--- config.mk ---
export PLATFORM = sky130hd
export DESIGN_NAME = hssp_status_set_params
export DESIGN_NICKNAME = d
export VERILOG_FILES = /design/src/hssp_pkg.sv /design/src/hssp_rsp_if.sv /design/src/hssp_rsp_mux.sv /design/src/hssp_status_set_params.sv
export VERILOG_INCLUDE_DIRS = /design/src
export SDC_FILE = /design/constraint.sdc
export NUM_CORES = 1
export LEC_CHECK = 0
export ABC_AREA = 0
export BUFFER_PORTS_ARGS = -buffer_cell sky130_fd_sc_hd__buf_2
export CAP_MARGIN = 10
export CORE_ASPECT_RATIO = 0.6
export CORE_MARGIN = 2
export CORE_UTILIZATION = 35
export DETAILED_ROUTE_END_ITERATION = 12
export REMOVE_ABC_BUFFERS = 1
export SETUP_SLACK_MARGIN = 0.15
export SYNTH_ARGS = -nofsm -noshare
export SYNTH_HDL_FRONTEND = slang
export SYNTH_SLANG_ARGS = --single-unit
--- constraint.sdc ---
create_clock -name clock -period 2.4 [get_ports clock]
set_clock_uncertainty 0.1 [all_clocks]
set_input_delay 0.12 -clock clock [delete_from_list [all_inputs] [get_ports clock]]
set_output_delay 0.12 -clock clock [all_outputs]
set_load 0.005 [all_outputs]
--- src/hssp_params.svh ---
/*
 * Constants of the status and set-parameters command interpreter.
 * Assumes inclusion by bare name from the package and the design modules.
 */
`ifndef HSSP_PARAMS_SVH
`define HSSP_PARAMS_SVH

`define HSSP_REPORT_BYTES   64
`define HSSP_IDX_BITS       6
`define HSSP_CMD_CODE       8'h10
`define HSSP_IDX_CODE       6'h00
`define HSSP_IDX_CANCEL     6'h02
`define HSSP_IDX_SPEED      6'h03
`define HSSP_IDX_DIV        6'h04
`define HSSP_IDX_STATE      6'h08
`define HSSP_IDX_REQ_LO     6'h09
`define HSSP_IDX_REQ_HI     6'h0A
`define HSSP_IDX_DONE_LO    6'h0B
`define HSSP_IDX_DONE_HI    6'h0C
`define HSSP_IDX_TIMEOUT    6'h0D
`define HSSP_SUB_CANCEL     8'h10
`define HSSP_SUB_SPEED      8'h20
`define HSSP_RSP_OK         8'h00
`define HSSP_RSP_NONE       8'h00
`define HSSP_RSP_CANCEL_MK  8'h10
`define HSSP_RSP_CANCEL_IDL 8'h11
`define HSSP_RSP_SPEED_OK   8'h20
`define HSSP_RSP_SPEED_NO   8'h21
`define HSSP_DIV_RESET      8'h1B

`endif

--- src/hssp_pkg.sv ---
/*
 * Types shared by the command interpreter modules.
 * Assumes the constants header is on the include path.
 */
package hssp_pkg;
    `include "hssp_params.svh"

    typedef logic [7:0] hssp_byte_t;

    typedef enum logic [1:0] {
        HSSP_IDLE,
        HSSP_RECV,
        HSSP_EXEC,
        HSSP_SEND
    } hssp_state_t;
endpackage

--- src/hssp_rsp_if.sv ---
/*
 * Carries the latched command results from the interpreter to the
 * response builder. Assumes both ends share one clock.
 */
`timescale 1ns/1ps
interface hssp_rsp_if;
    import hssp_pkg::*;
    hssp_byte_t cancelRes;   // Cancel result code
    hssp_byte_t speedRes;    // Speed result code
    hssp_byte_t divEcho;     // Divider echo or zero
    modport ctl (output cancelRes, output speedRes, output divEcho);
    modport bld (input cancelRes, input speedRes, input divEcho);
endinterface

--- src/hssp_rsp_mux.sv ---
/*
 * Selects one response byte by index from latched results and live
 * engine status. Assumes the index is valid during the send phase.
 */
`timescale 1ns/1ps
`include "hssp_params.svh"
module hssp_rsp_mux (
    hssp_rsp_if.bld          res,          // Latched command results
    input  wire logic [5:0]  idx,          // Response byte index
    input  wire logic [7:0]  engState,     // Engine state value
    input  wire logic [15:0] reqLen,       // Requested transfer length
    input  wire logic [15:0] doneLen,      // Bytes already transferred
    input  wire logic        timeoutFlag,  // Engine saw a timeout
    output logic [7:0]       byteOut       // Selected byte
);
    import hssp_pkg::*;

    // Fixed layout; unlisted bytes read as zero
    always_comb begin
        case (idx)
            `HSSP_IDX_CODE:    byteOut = `HSSP_CMD_CODE;
            6'h01:             byteOut = `HSSP_RSP_OK;
            `HSSP_IDX_CANCEL:  byteOut = res.cancelRes;
            `HSSP_IDX_SPEED:   byteOut = res.speedRes;
            `HSSP_IDX_DIV:     byteOut = res.divEcho;
            `HSSP_IDX_STATE:   byteOut = engState;
            `HSSP_IDX_REQ_LO:  byteOut = reqLen[7:0];
            `HSSP_IDX_REQ_HI:  byteOut = reqLen[15:8];
            `HSSP_IDX_DONE_LO: byteOut = doneLen[7:0];
            `HSSP_IDX_DONE_HI: byteOut = doneLen[15:8];
            `HSSP_IDX_TIMEOUT: byteOut = {7'h00, timeoutFlag};
            default:           byteOut = 8'h00;
        endcase
    end
endmodule // hssp_rsp_mux

--- src/hssp_status_set_params.sv ---
/*
 * Status and set-parameters command interpreter. Takes a command report of
 * up to 64 bytes one byte per cycle, acts on cancel and speed sub-commands, then
 * sends a 64-byte response report unless byte 0 is foreign. Assumes the host stream is synchronous
 * to clock and that the I2C engine samples cancel and divider on clock.
 */
//
// Contract
// - Exchange 64-byte reports, command then response
// - Byte 0 value 0x10 selects this command
// - Every response carries current device status
// - Byte 2 = 0x10 cancels transfer, frees bus
// - Status reports transfer timeouts
// - Byte 3 = 0x20 loads byte 4 divider
// - Divider byte ignored without speed code
// - Response echoes 0x10, then 0x00
// - Cancel result 0x10 marked, 0x11 idle
// - Speed result 0x20 accepted, 0x21 refused
`timescale 1ns/1ps
// Included here as well, so the macros never depend on compile order
`include "hssp_params.svh"
module hssp_status_set_params (
    input  wire logic              clock,        // 200 MHz clock
    input  wire logic              rst,          // Sync reset, high
    input  wire hssp_pkg::hssp_byte_t cmdData,   // Command byte
    input  wire logic              cmdValid,     // Command byte valid
    output logic                   cmdReady,     // Interpreter takes bytes
    input  wire logic              cmdLast,      // Last byte of report
    output hssp_pkg::hssp_byte_t   rspData,      // Response byte
    output logic                   rspValid,     // Response byte valid
    input  wire logic              rspReady,     // Host takes byte
    output logic                   rspLast,      // Last response byte
    output logic                   cmdIgnored,   // Pulse: foreign code
    input  wire logic              engBusy,      // Transfer in progress
    input  wire logic              engTimeout,   // Engine timeout seen
    input  wire hssp_pkg::hssp_byte_t engState,  // Engine state value
    input  wire logic [15:0]       engReqLen,    // Requested length
    input  wire logic [15:0]       engDoneLen,   // Transferred length
    output logic                   engCancel,    // Pulse: abort, free bus
    output logic                   divLoad,      // Pulse: new divider
    output hssp_pkg::hssp_byte_t   divValue      // Active clock divider
);
    import hssp_pkg::*;

    hssp_rsp_if  res ();

    hssp_state_t state_r;
    hssp_state_t state_nxt;
    logic [5:0]  idx_r;
    logic        codeOk_r;
    hssp_byte_t  cancelSub_r;
    hssp_byte_t  speedSub_r;
    hssp_byte_t  divByte_r;
    hssp_byte_t  cancelRes_r;
    hssp_byte_t  speedRes_r;
    hssp_byte_t  divEcho_r;
    hssp_byte_t  divValue_r;
    logic        engCancel_r;
    logic        divLoad_r;
    logic        cmdIgnored_r;
    hssp_byte_t  rspByte;
    hssp_byte_t  cancelRes_nxt;
    hssp_byte_t  speedRes_nxt;
    hssp_byte_t  divEcho_nxt;

    // Decode of the captured report
    wire cmdTake    = cmdValid && cmdReady;
    wire rspTake    = rspValid && rspReady;
    wire lastIdx    = (idx_r == 6'h3F);
    wire cmdEnd     = cmdTake && (cmdLast || lastIdx);
    wire wantCancel = (cancelSub_r == `HSSP_SUB_CANCEL);
    wire wantSpeed  = (speedSub_r == `HSSP_SUB_SPEED);
    // Byte 0 is judged live, since a one-byte report ends at once
    wire codeHit    = (cmdData == `HSSP_CMD_CODE);

    // Handshakes are combinational from the state
    assign cmdReady = (state_r == HSSP_IDLE) || (state_r == HSSP_RECV);
    assign rspValid = (state_r == HSSP_SEND);
    assign rspLast  = rspValid && lastIdx;
    assign rspData  = rspByte;
    assign engCancel  = engCancel_r;
    assign divLoad    = divLoad_r;
    assign divValue   = divValue_r;
    assign cmdIgnored = cmdIgnored_r;

    assign res.cancelRes = cancelRes_r;
    assign res.speedRes  = speedRes_r;
    assign res.divEcho   = divEcho_r;

    // Next state; a foreign report is swallowed with no response
    always_comb begin
        state_nxt = state_r;
        case (state_r)
            HSSP_IDLE: begin
                // Without this a one-byte report would leave us in RECV
                // waiting for bytes that never come
                if (cmdEnd) begin
                    state_nxt = codeHit ? HSSP_EXEC : HSSP_IDLE;
                end else if (cmdTake) begin
                    state_nxt = HSSP_RECV;
                end
            end
            HSSP_RECV: begin
                if (cmdEnd) begin
                    state_nxt = codeOk_r ? HSSP_EXEC : HSSP_IDLE;
                end
            end
            HSSP_EXEC: begin
                state_nxt = HSSP_SEND;
            end
            HSSP_SEND: begin
                if (rspTake && lastIdx) begin
                    state_nxt = HSSP_IDLE;
                end
            end
            default: begin
                state_nxt = HSSP_IDLE;
            end
        endcase
    end

    always_ff @(posedge clock) begin
        if (rst) state_r <= HSSP_IDLE;
        else     state_r <= state_nxt;
    end

    // Byte index walks the report in both directions
    always_ff @(posedge clock) begin
        if (rst)                                         idx_r <= 6'h00;
        else if (state_r == HSSP_EXEC)                   idx_r <= 6'h00;
        else if (cmdEnd)                                 idx_r <= 6'h00;
        else if (cmdTake || (rspTake && !lastIdx))       idx_r <= idx_r + 6'h01;
        else if (rspTake)                                idx_r <= 6'h00;
    end

    // Capture only bytes 0, 2, 3, 4; all others fall away
    wire atCode   = (state_r == HSSP_IDLE);
    wire atCancel = cmdTake && (idx_r == `HSSP_IDX_CANCEL);
    wire atSpeed  = cmdTake && (idx_r == `HSSP_IDX_SPEED);
    wire atDiv    = cmdTake && (idx_r == `HSSP_IDX_DIV);

    always_ff @(posedge clock) begin
        if (rst) begin
            codeOk_r    <= 1'b0;
            cancelSub_r <= 8'h00;
            speedSub_r  <= 8'h00;
            divByte_r   <= 8'h00;
        end else begin
            if (atCode && cmdTake) begin
                codeOk_r    <= codeHit;
                cancelSub_r <= 8'h00;
                speedSub_r  <= 8'h00;
                divByte_r   <= 8'h00;
            end
            if (atCancel) cancelSub_r <= cmdData;
            if (atSpeed)  speedSub_r  <= cmdData;
            if (atDiv)    divByte_r   <= cmdData;
        end
    end

    // A foreign code is flagged where the report ends; a one-byte report
    // ends while still idle, so byte 0 is judged directly there
    wire endBadIdle = cmdEnd && (state_r == HSSP_IDLE) && !codeHit;
    wire endBadRecv = cmdEnd && (state_r == HSSP_RECV) && !codeOk_r;
    always_ff @(posedge clock) begin
        if (rst) cmdIgnored_r <= 1'b0;
        else     cmdIgnored_r <= endBadIdle || endBadRecv;
    end

    // Execute decisions; the busy level is taken once, in EXEC, so the
    // result codes and the pulses always agree with each other
    wire exec     = (state_r == HSSP_EXEC);
    wire cancelGo = exec && wantCancel && engBusy;
    wire loadGo   = exec && wantSpeed && !engBusy;

    // Result codes; the echo follows the speed code even when refused
    assign cancelRes_nxt = !wantCancel ? `HSSP_RSP_NONE :
                           engBusy     ? `HSSP_RSP_CANCEL_MK :
                                         `HSSP_RSP_CANCEL_IDL;
    assign speedRes_nxt  = !wantSpeed  ? `HSSP_RSP_NONE :
                           engBusy     ? `HSSP_RSP_SPEED_NO :
                                         `HSSP_RSP_SPEED_OK;
    assign divEcho_nxt   = wantSpeed ? divByte_r : 8'h00;

    // Execute: results latched once so the response stays stable
    always_ff @(posedge clock) begin
        if (rst) begin
            cancelRes_r <= `HSSP_RSP_NONE;
            speedRes_r  <= `HSSP_RSP_NONE;
            divEcho_r   <= 8'h00;
            divValue_r  <= `HSSP_DIV_RESET;
            engCancel_r <= 1'b0;
            divLoad_r   <= 1'b0;
        end else begin
            engCancel_r <= cancelGo;
            divLoad_r   <= loadGo;
            if (exec) begin
                cancelRes_r <= cancelRes_nxt;
                speedRes_r  <= speedRes_nxt;
                divEcho_r   <= divEcho_nxt;
            end
            // Divider moves only with its load pulse, never mid-transfer
            if (loadGo) begin
                divValue_r <= divByte_r;
            end
        end
    end

    // Live status is read during the send, so each poll is current
    hssp_rsp_mux u_mux (
        .res         (res),
        .idx         (idx_r),
        .engState    (engState),
        .reqLen      (engReqLen),
        .doneLen     (engDoneLen),
        .timeoutFlag (engTimeout),
        .byteOut     (rspByte)
    );
endmodule // hssp_status_set_params

# Word-level counts from Yosys, hierarchy flattened

Cells that the tools add are included.

Register bits after elaboration: 68
Input bits: 55

Add/sub/neg operators: 1
Reductions and logical operators: 34
Multiplexer cells: 19
Eq/ne operators: 19

Operators by type and width:

| cell                | count |
|---|---|
| $pmux 8 s10         | 1 |
| $mux 8              | 5 |
| $eq 6x4->1 const B  | 6 |
| $logic_and 1x1->1   | 18 |
| $mux 6              | 3 |
| $eq 8x5->1 const B  | 2 |
| $eq 6x2->1 const B  | 2 |
| $mux 2              | 6 |
| $eq 8x6->1 const B  | 1 |
| $pmux 2 s4          | 1 |
| $reduce_bool 2->1   | 4 |
| $add 6x1->6 const B | 1 |
| $eq 6x3->1 const B  | 1 |
| $eq 6x6->1 const B  | 1 |
| $logic_not 6->1     | 1 |
| $mux 5              | 1 |
| $eq 2x2->1 const B  | 2 |
| $logic_not 1->1     | 4 |
| $logic_or 1x1->1    | 4 |
| $ne 3x3->1 const B  | 1 |
| $reduce_and 3->1    | 1 |
| $reduce_or 3->1     | 1 |
| $eq 2x1->1 const B  | 1 |
| $logic_not 2->1     | 1 |
| 3 further kinds     | 4 |

# Depth between registers and ports, before layout

Word-level depth: 7
Mapped depth: 7
Gate-level depth less buffers: 6

# Cells and area by module

A second synthesis with hierarchy kept.

Cell total of the unflattened synthesis: 322
Area, all modules: 2852.7 µm²

Modules (own cells, without submodules):

| module                 | cells an instance | instances | area each (µm²) |
|---|---|---|---|
| hssp_status_set_params | 253               | 1         | 2240.9 |
| hssp_rsp_mux           | 69                | 1         | 611.8 |

# Worst setup path after synthesis

No wires, ideal clock.

Kind: register to register
Start: reg idx_r[0]
End: reg divByte_r[0]
Data arrival time: 1.800 ns
Path slack: 0.373 ns
Stages on the path, launching flop included: 8
Setup time: 0.128 ns
Cells stage by stage: dfxtp_1 inv_1 ha_1 or3b_4 or4b_1 buf_4 mux2i_1 nor2_1

Cells in the longest elaborated chain, start to end: 3
Elaborated cells on any way between the ends: 4

Ends and longest elaborated chain:

| element                                     | RTL line                      | source |
|---|---|---|
| start: declaration                          | hssp_status_set_params.sv:49  | `logic [5:0] idx_r;` |
| start signal: assignment                    | hssp_status_set_params.sv:132 | `else if (cmdTake \|\| (rspTake && !lastIdx)) idx_r <= idx_r + 6'h01;` |
| $eq 6x3->1 *                                | n/a                           |  |
| $logic_and 1x1->1 *                         | hssp_status_set_params.sv:140 | `` wire atDiv = cmdTake && (idx_r == `HSSP_IDX_DIV); `` |
| $mux 8 or $reduce_bool 2->1 (tied branches) | n/a                           |  |
| end signal: assignment                      | hssp_status_set_params.sv:157 | `if (atDiv) divByte_r <= cmdData;` |
| end: declaration                            | hssp_status_set_params.sv:53  | `hssp_byte_t divByte_r;` |

Every way passes the cells marked *; elsewhere a longest branch is shown, timed or not.
A chain may end at the register's enable or synchronous reset.

# Final worst setup path

Start: reg idx_r[0]
End: out rspData[5]

Cells in the longest elaborated chain, start to end: 2
Elaborated cells on any way between the ends: 11

Ends and longest elaborated chain:

| element                            | RTL line                     | source |
|---|---|---|
| $eq 6x4->1 (tied with other cells) | hssp_rsp_mux.sv:20           | `case (idx)` |
| $pmux 8 s10 *                      | hssp_rsp_mux.sv:20           |  |
| end: declaration                   | hssp_status_set_params.sv:29 | `output hssp_pkg::hssp_byte_t rspData,` |

Marks and branches as above.

==> summary.md <==
| Metric | Value |
|---|---|
| Row count | 24 |
| Leakage power | around 0.0014 µW |
| Crit. End Element | output pin |
| Clock Path Buffers | 2 |
| Critical Path RT | ~2.2 ns |
| Port Buffers | 76 |
| Worst Max-Slew Pin Slew | 0.517 ns |
| Die ar. | 8370 µm² |
| Most frequent cells after synthesis | 56 x dfxtp_1, 29 x nand2_1, 29 x nand3_1 |
| Metal2 WL | 3.30 mm |
| Most frequent cell after synthesis | dfxtp_1 |
| Fmax achieved | roughly 0.45 GHz |
| Startpoint Class | register |
| Syn_area_per_cell | ~8.6 µm² |
| Ys async rst share | 0% |
| Post-route setup TNS | 0 ns |
| Post-Route WL | slightly below 8 mm |
| Tmin final | between 2 and 2.5 ns |
| First DRT Iteration DRCs | about 140 |
| Post-Synthesis Cells | 309 |
| Via Count | about 2700 |
| Hold_ws | between 0.007 and 0.008 ns |
| Vias per Instance | about 5.5 |
| Initial antenna violation count | 0 |
| Footprint of the multi-input gates | around 1500 µm² |
| HP Class | input port to register |
| Die Wd | around 120 µm |
| Global-route wire length before repair | ~12 mm |
| Wirelength per Cell | roughly 16 µm |
| Status | finished, final reports clean |
| Yosys warns | 0 |
| Post-Syn Area | roughly 2700 µm² |
| Yosys reg bits | between 50 and 60 |
| Number of max-cap violations | 0 |
| Max Used Layer | met4 |
| Final hold violation count | 0 |
| Initial Utilization | ~36% |
| Main synth FF type | dfxtp_1 |
| Met3 WL | about 630 µm |
| Register area | ~1100 µm² |
| WP data arrival | approximately 2 ns |
| CTS tree | yes |
| Final total power | roughly 1900 µW |
| Final net count | roughly 440 |
| Crit path kind | register to output pin |
| RePlAce Congestion | 0.875 |
| Htree depth | 2 |
| DRC | 0 |
| RSZ-0062 raised after global routing | true |
| Final worst path period share | around 92% |
| Synth top area share | about two fifths |
| Clock root buffer | clkbuf_16 |
| Detailed Routing Iterations Pass 1 | 4 |
| DRT met1 WL | between 3 and 4 mm |
| # IOs | 77 |
| CP max-delay cell | or3b_4 |
| Sequential share of the synthesized area | 42.0% |
| Endpoints failing setup | 0 |
| Post-synth cell types | 46 |
| Layout overhead on the synthesized area | 28.6% |
| Max IR drop VDD | roughly 0.27 mV |
| Final instance area | 3430 µm² |
| Largest net degree at the start of global routing | 26 |
| Worst Path Max Fanout | 7 |
| Crit-path max cell delay | about 0.42 ns |
| Vias in the first global route | between 2000 and 2500 |
| Clk slew on worst S/H paths | about 0.070 ns |
| Ranking of synthesized cells by area | dfxtp_1 42%, nand3_1 5.4%, a22oi_1 5.1%, a22o_1 4.6%, a21oi_1 4.3% |
| Total grt overflow | 0 |
| Critical path, cell by cell | inv_4 > ha_4 > or3b_4 > nor3b_4 > buf_6 > a32oi_1 > nand3_1 > buf_2 |
| N_diodes | 0 |
| Remaining antenna violation count after routing | 0 |
| Total track usage | a little under a fifth |
| Post-synth EDFFs | 0 |
| Die H | between 70 and 80 µm |
| HPWL Detailed | about 6 mm |
| CTS Buf Count | 5 |
| Worst relative slew slack | about two thirds |
| Worst skew pair latency | around 0.30 ns |
| # clock sinks | 56 |
| Power per Cell Area | about 540 nW/µm² |
| Core area | roughly 7300 µm² |
| Final Slew Violations | 0 |
| Area leader, netlist | dfxtp_1 |
| Layout cell share with drive strength beyond 1 | 30.9% |
| DP Area | between 3000 and 4000 µm² |
| Fill count | approximately 700 |
## cell usage in the layout (no fill, tap or decap), drive strengths merged, types with 2 or more instances in the layout
cell	instances
buf	89
dfxtp	56
nand2	29
nand3	29
a21oi	23
a22oi	18
nor2	17
a22o	14
and2	12
mux2i	11
nor2b	8
o21ai	8
nor4	6
clkbuf	5
inv	5
and3	4
nor3	4
a211o	4
ha	4
a32oi	3
a31oi	3
nor3b	3
a221oi	3
nand2b	2
clkinvlp	2
dlygate4sd3	2
or3b	2
nor4b	2
or4b	2
## flip-flops by register name (all words and copies together), names as in the netlist
register      flops
cancelRes_r       2
cancelSub_r       8
cmdIgnored        1
codeOk_r          1
divByte_r         8
divEcho_r         8
divLoad           1
divValue          8
engCancel         1
idx_r             6
res.speedRes      2
speedSub_r        8
state_r           2
## logic make-up (layout without fill, tap and decap cells)
logic type / count (synthesis) / count (layout) / synth area share, %
buf+inv: 28 / 104 / 4.17
fa+ha+maj: 4 / 4 / 1.87
flops: 56 / 56 / 42.0
simple gates: 124 / 124 / 25.1
mux: 12 / 12 / 4.55
compound gates: 85 / 85 / 22.4
## worst max-delay path, delay by kind of cell (launching register included)
family / cells / cell delay [ns]
adder cells (fa/ha/maj): 1 / 0.12
AND/OR/NAND/NOR: 3 / 0.78
AO/OA/AOI/OAI: 1 / 0.08
buffers and inverters: 3 / 0.34
flip-flops: 1 / 0.37
## cell type report
cell class,count,area share (%)
multi-input cells,225,43.6
flip-flops and latches,56,32.9
repair buffers,91,14.7
well taps,104,3.79
clock buffers,5,3.64
clock inverters,3,0.692
inverters,5,0.619
## report_power, final
part	switching, µW	internal [µW]
combinational	95.4	73.7
clock	353	389
sequential	11.7	935
## per-layer routing
metal / vias to the layer above / global-route usage [%]
met5: - / 0
met2: 106 / 27.3
met3: 2 / 3.81
met4: 0 / 3.79
li1: 1296 / -
met1: 1267 / 26.9
## final timing paths
check                   end  slack [ns]            from  cells after the start
min           speedSub_r[3]       0.008      cmdData[3]                      3
min reg2reg  cancelRes_r[4]        0.36  cancelRes_r[4]                      2
max reg2reg    divByte_r[1]        0.20        idx_r[0]                      7
max              rspData[5]        0.18        idx_r[0]                      8
## repair_timing
| item | CTS | global route |
|---|---|---|
| pin swaps | 0 | 8 |
| hold buffers | 2 | 0 |
| endpoints found under the hold margin | 2 | 0 |
| setup endpoints to repair | 16 | 16 |
| resized for setup | 5 | 19 |
| setup buffers | 0 | 1 |
## stage by stage
step	setup slack [ns]	util (%)	instances
global route	0.118	46.9	489
floorplan	0.0337	-	286
finish	0.185	46.9	489
CTS	0.130	45.8	488
detailed placement	0.127	43.4	478
global placement	0.183	43.4	478
No activity file was read; power rests on OpenSTA's default activity.
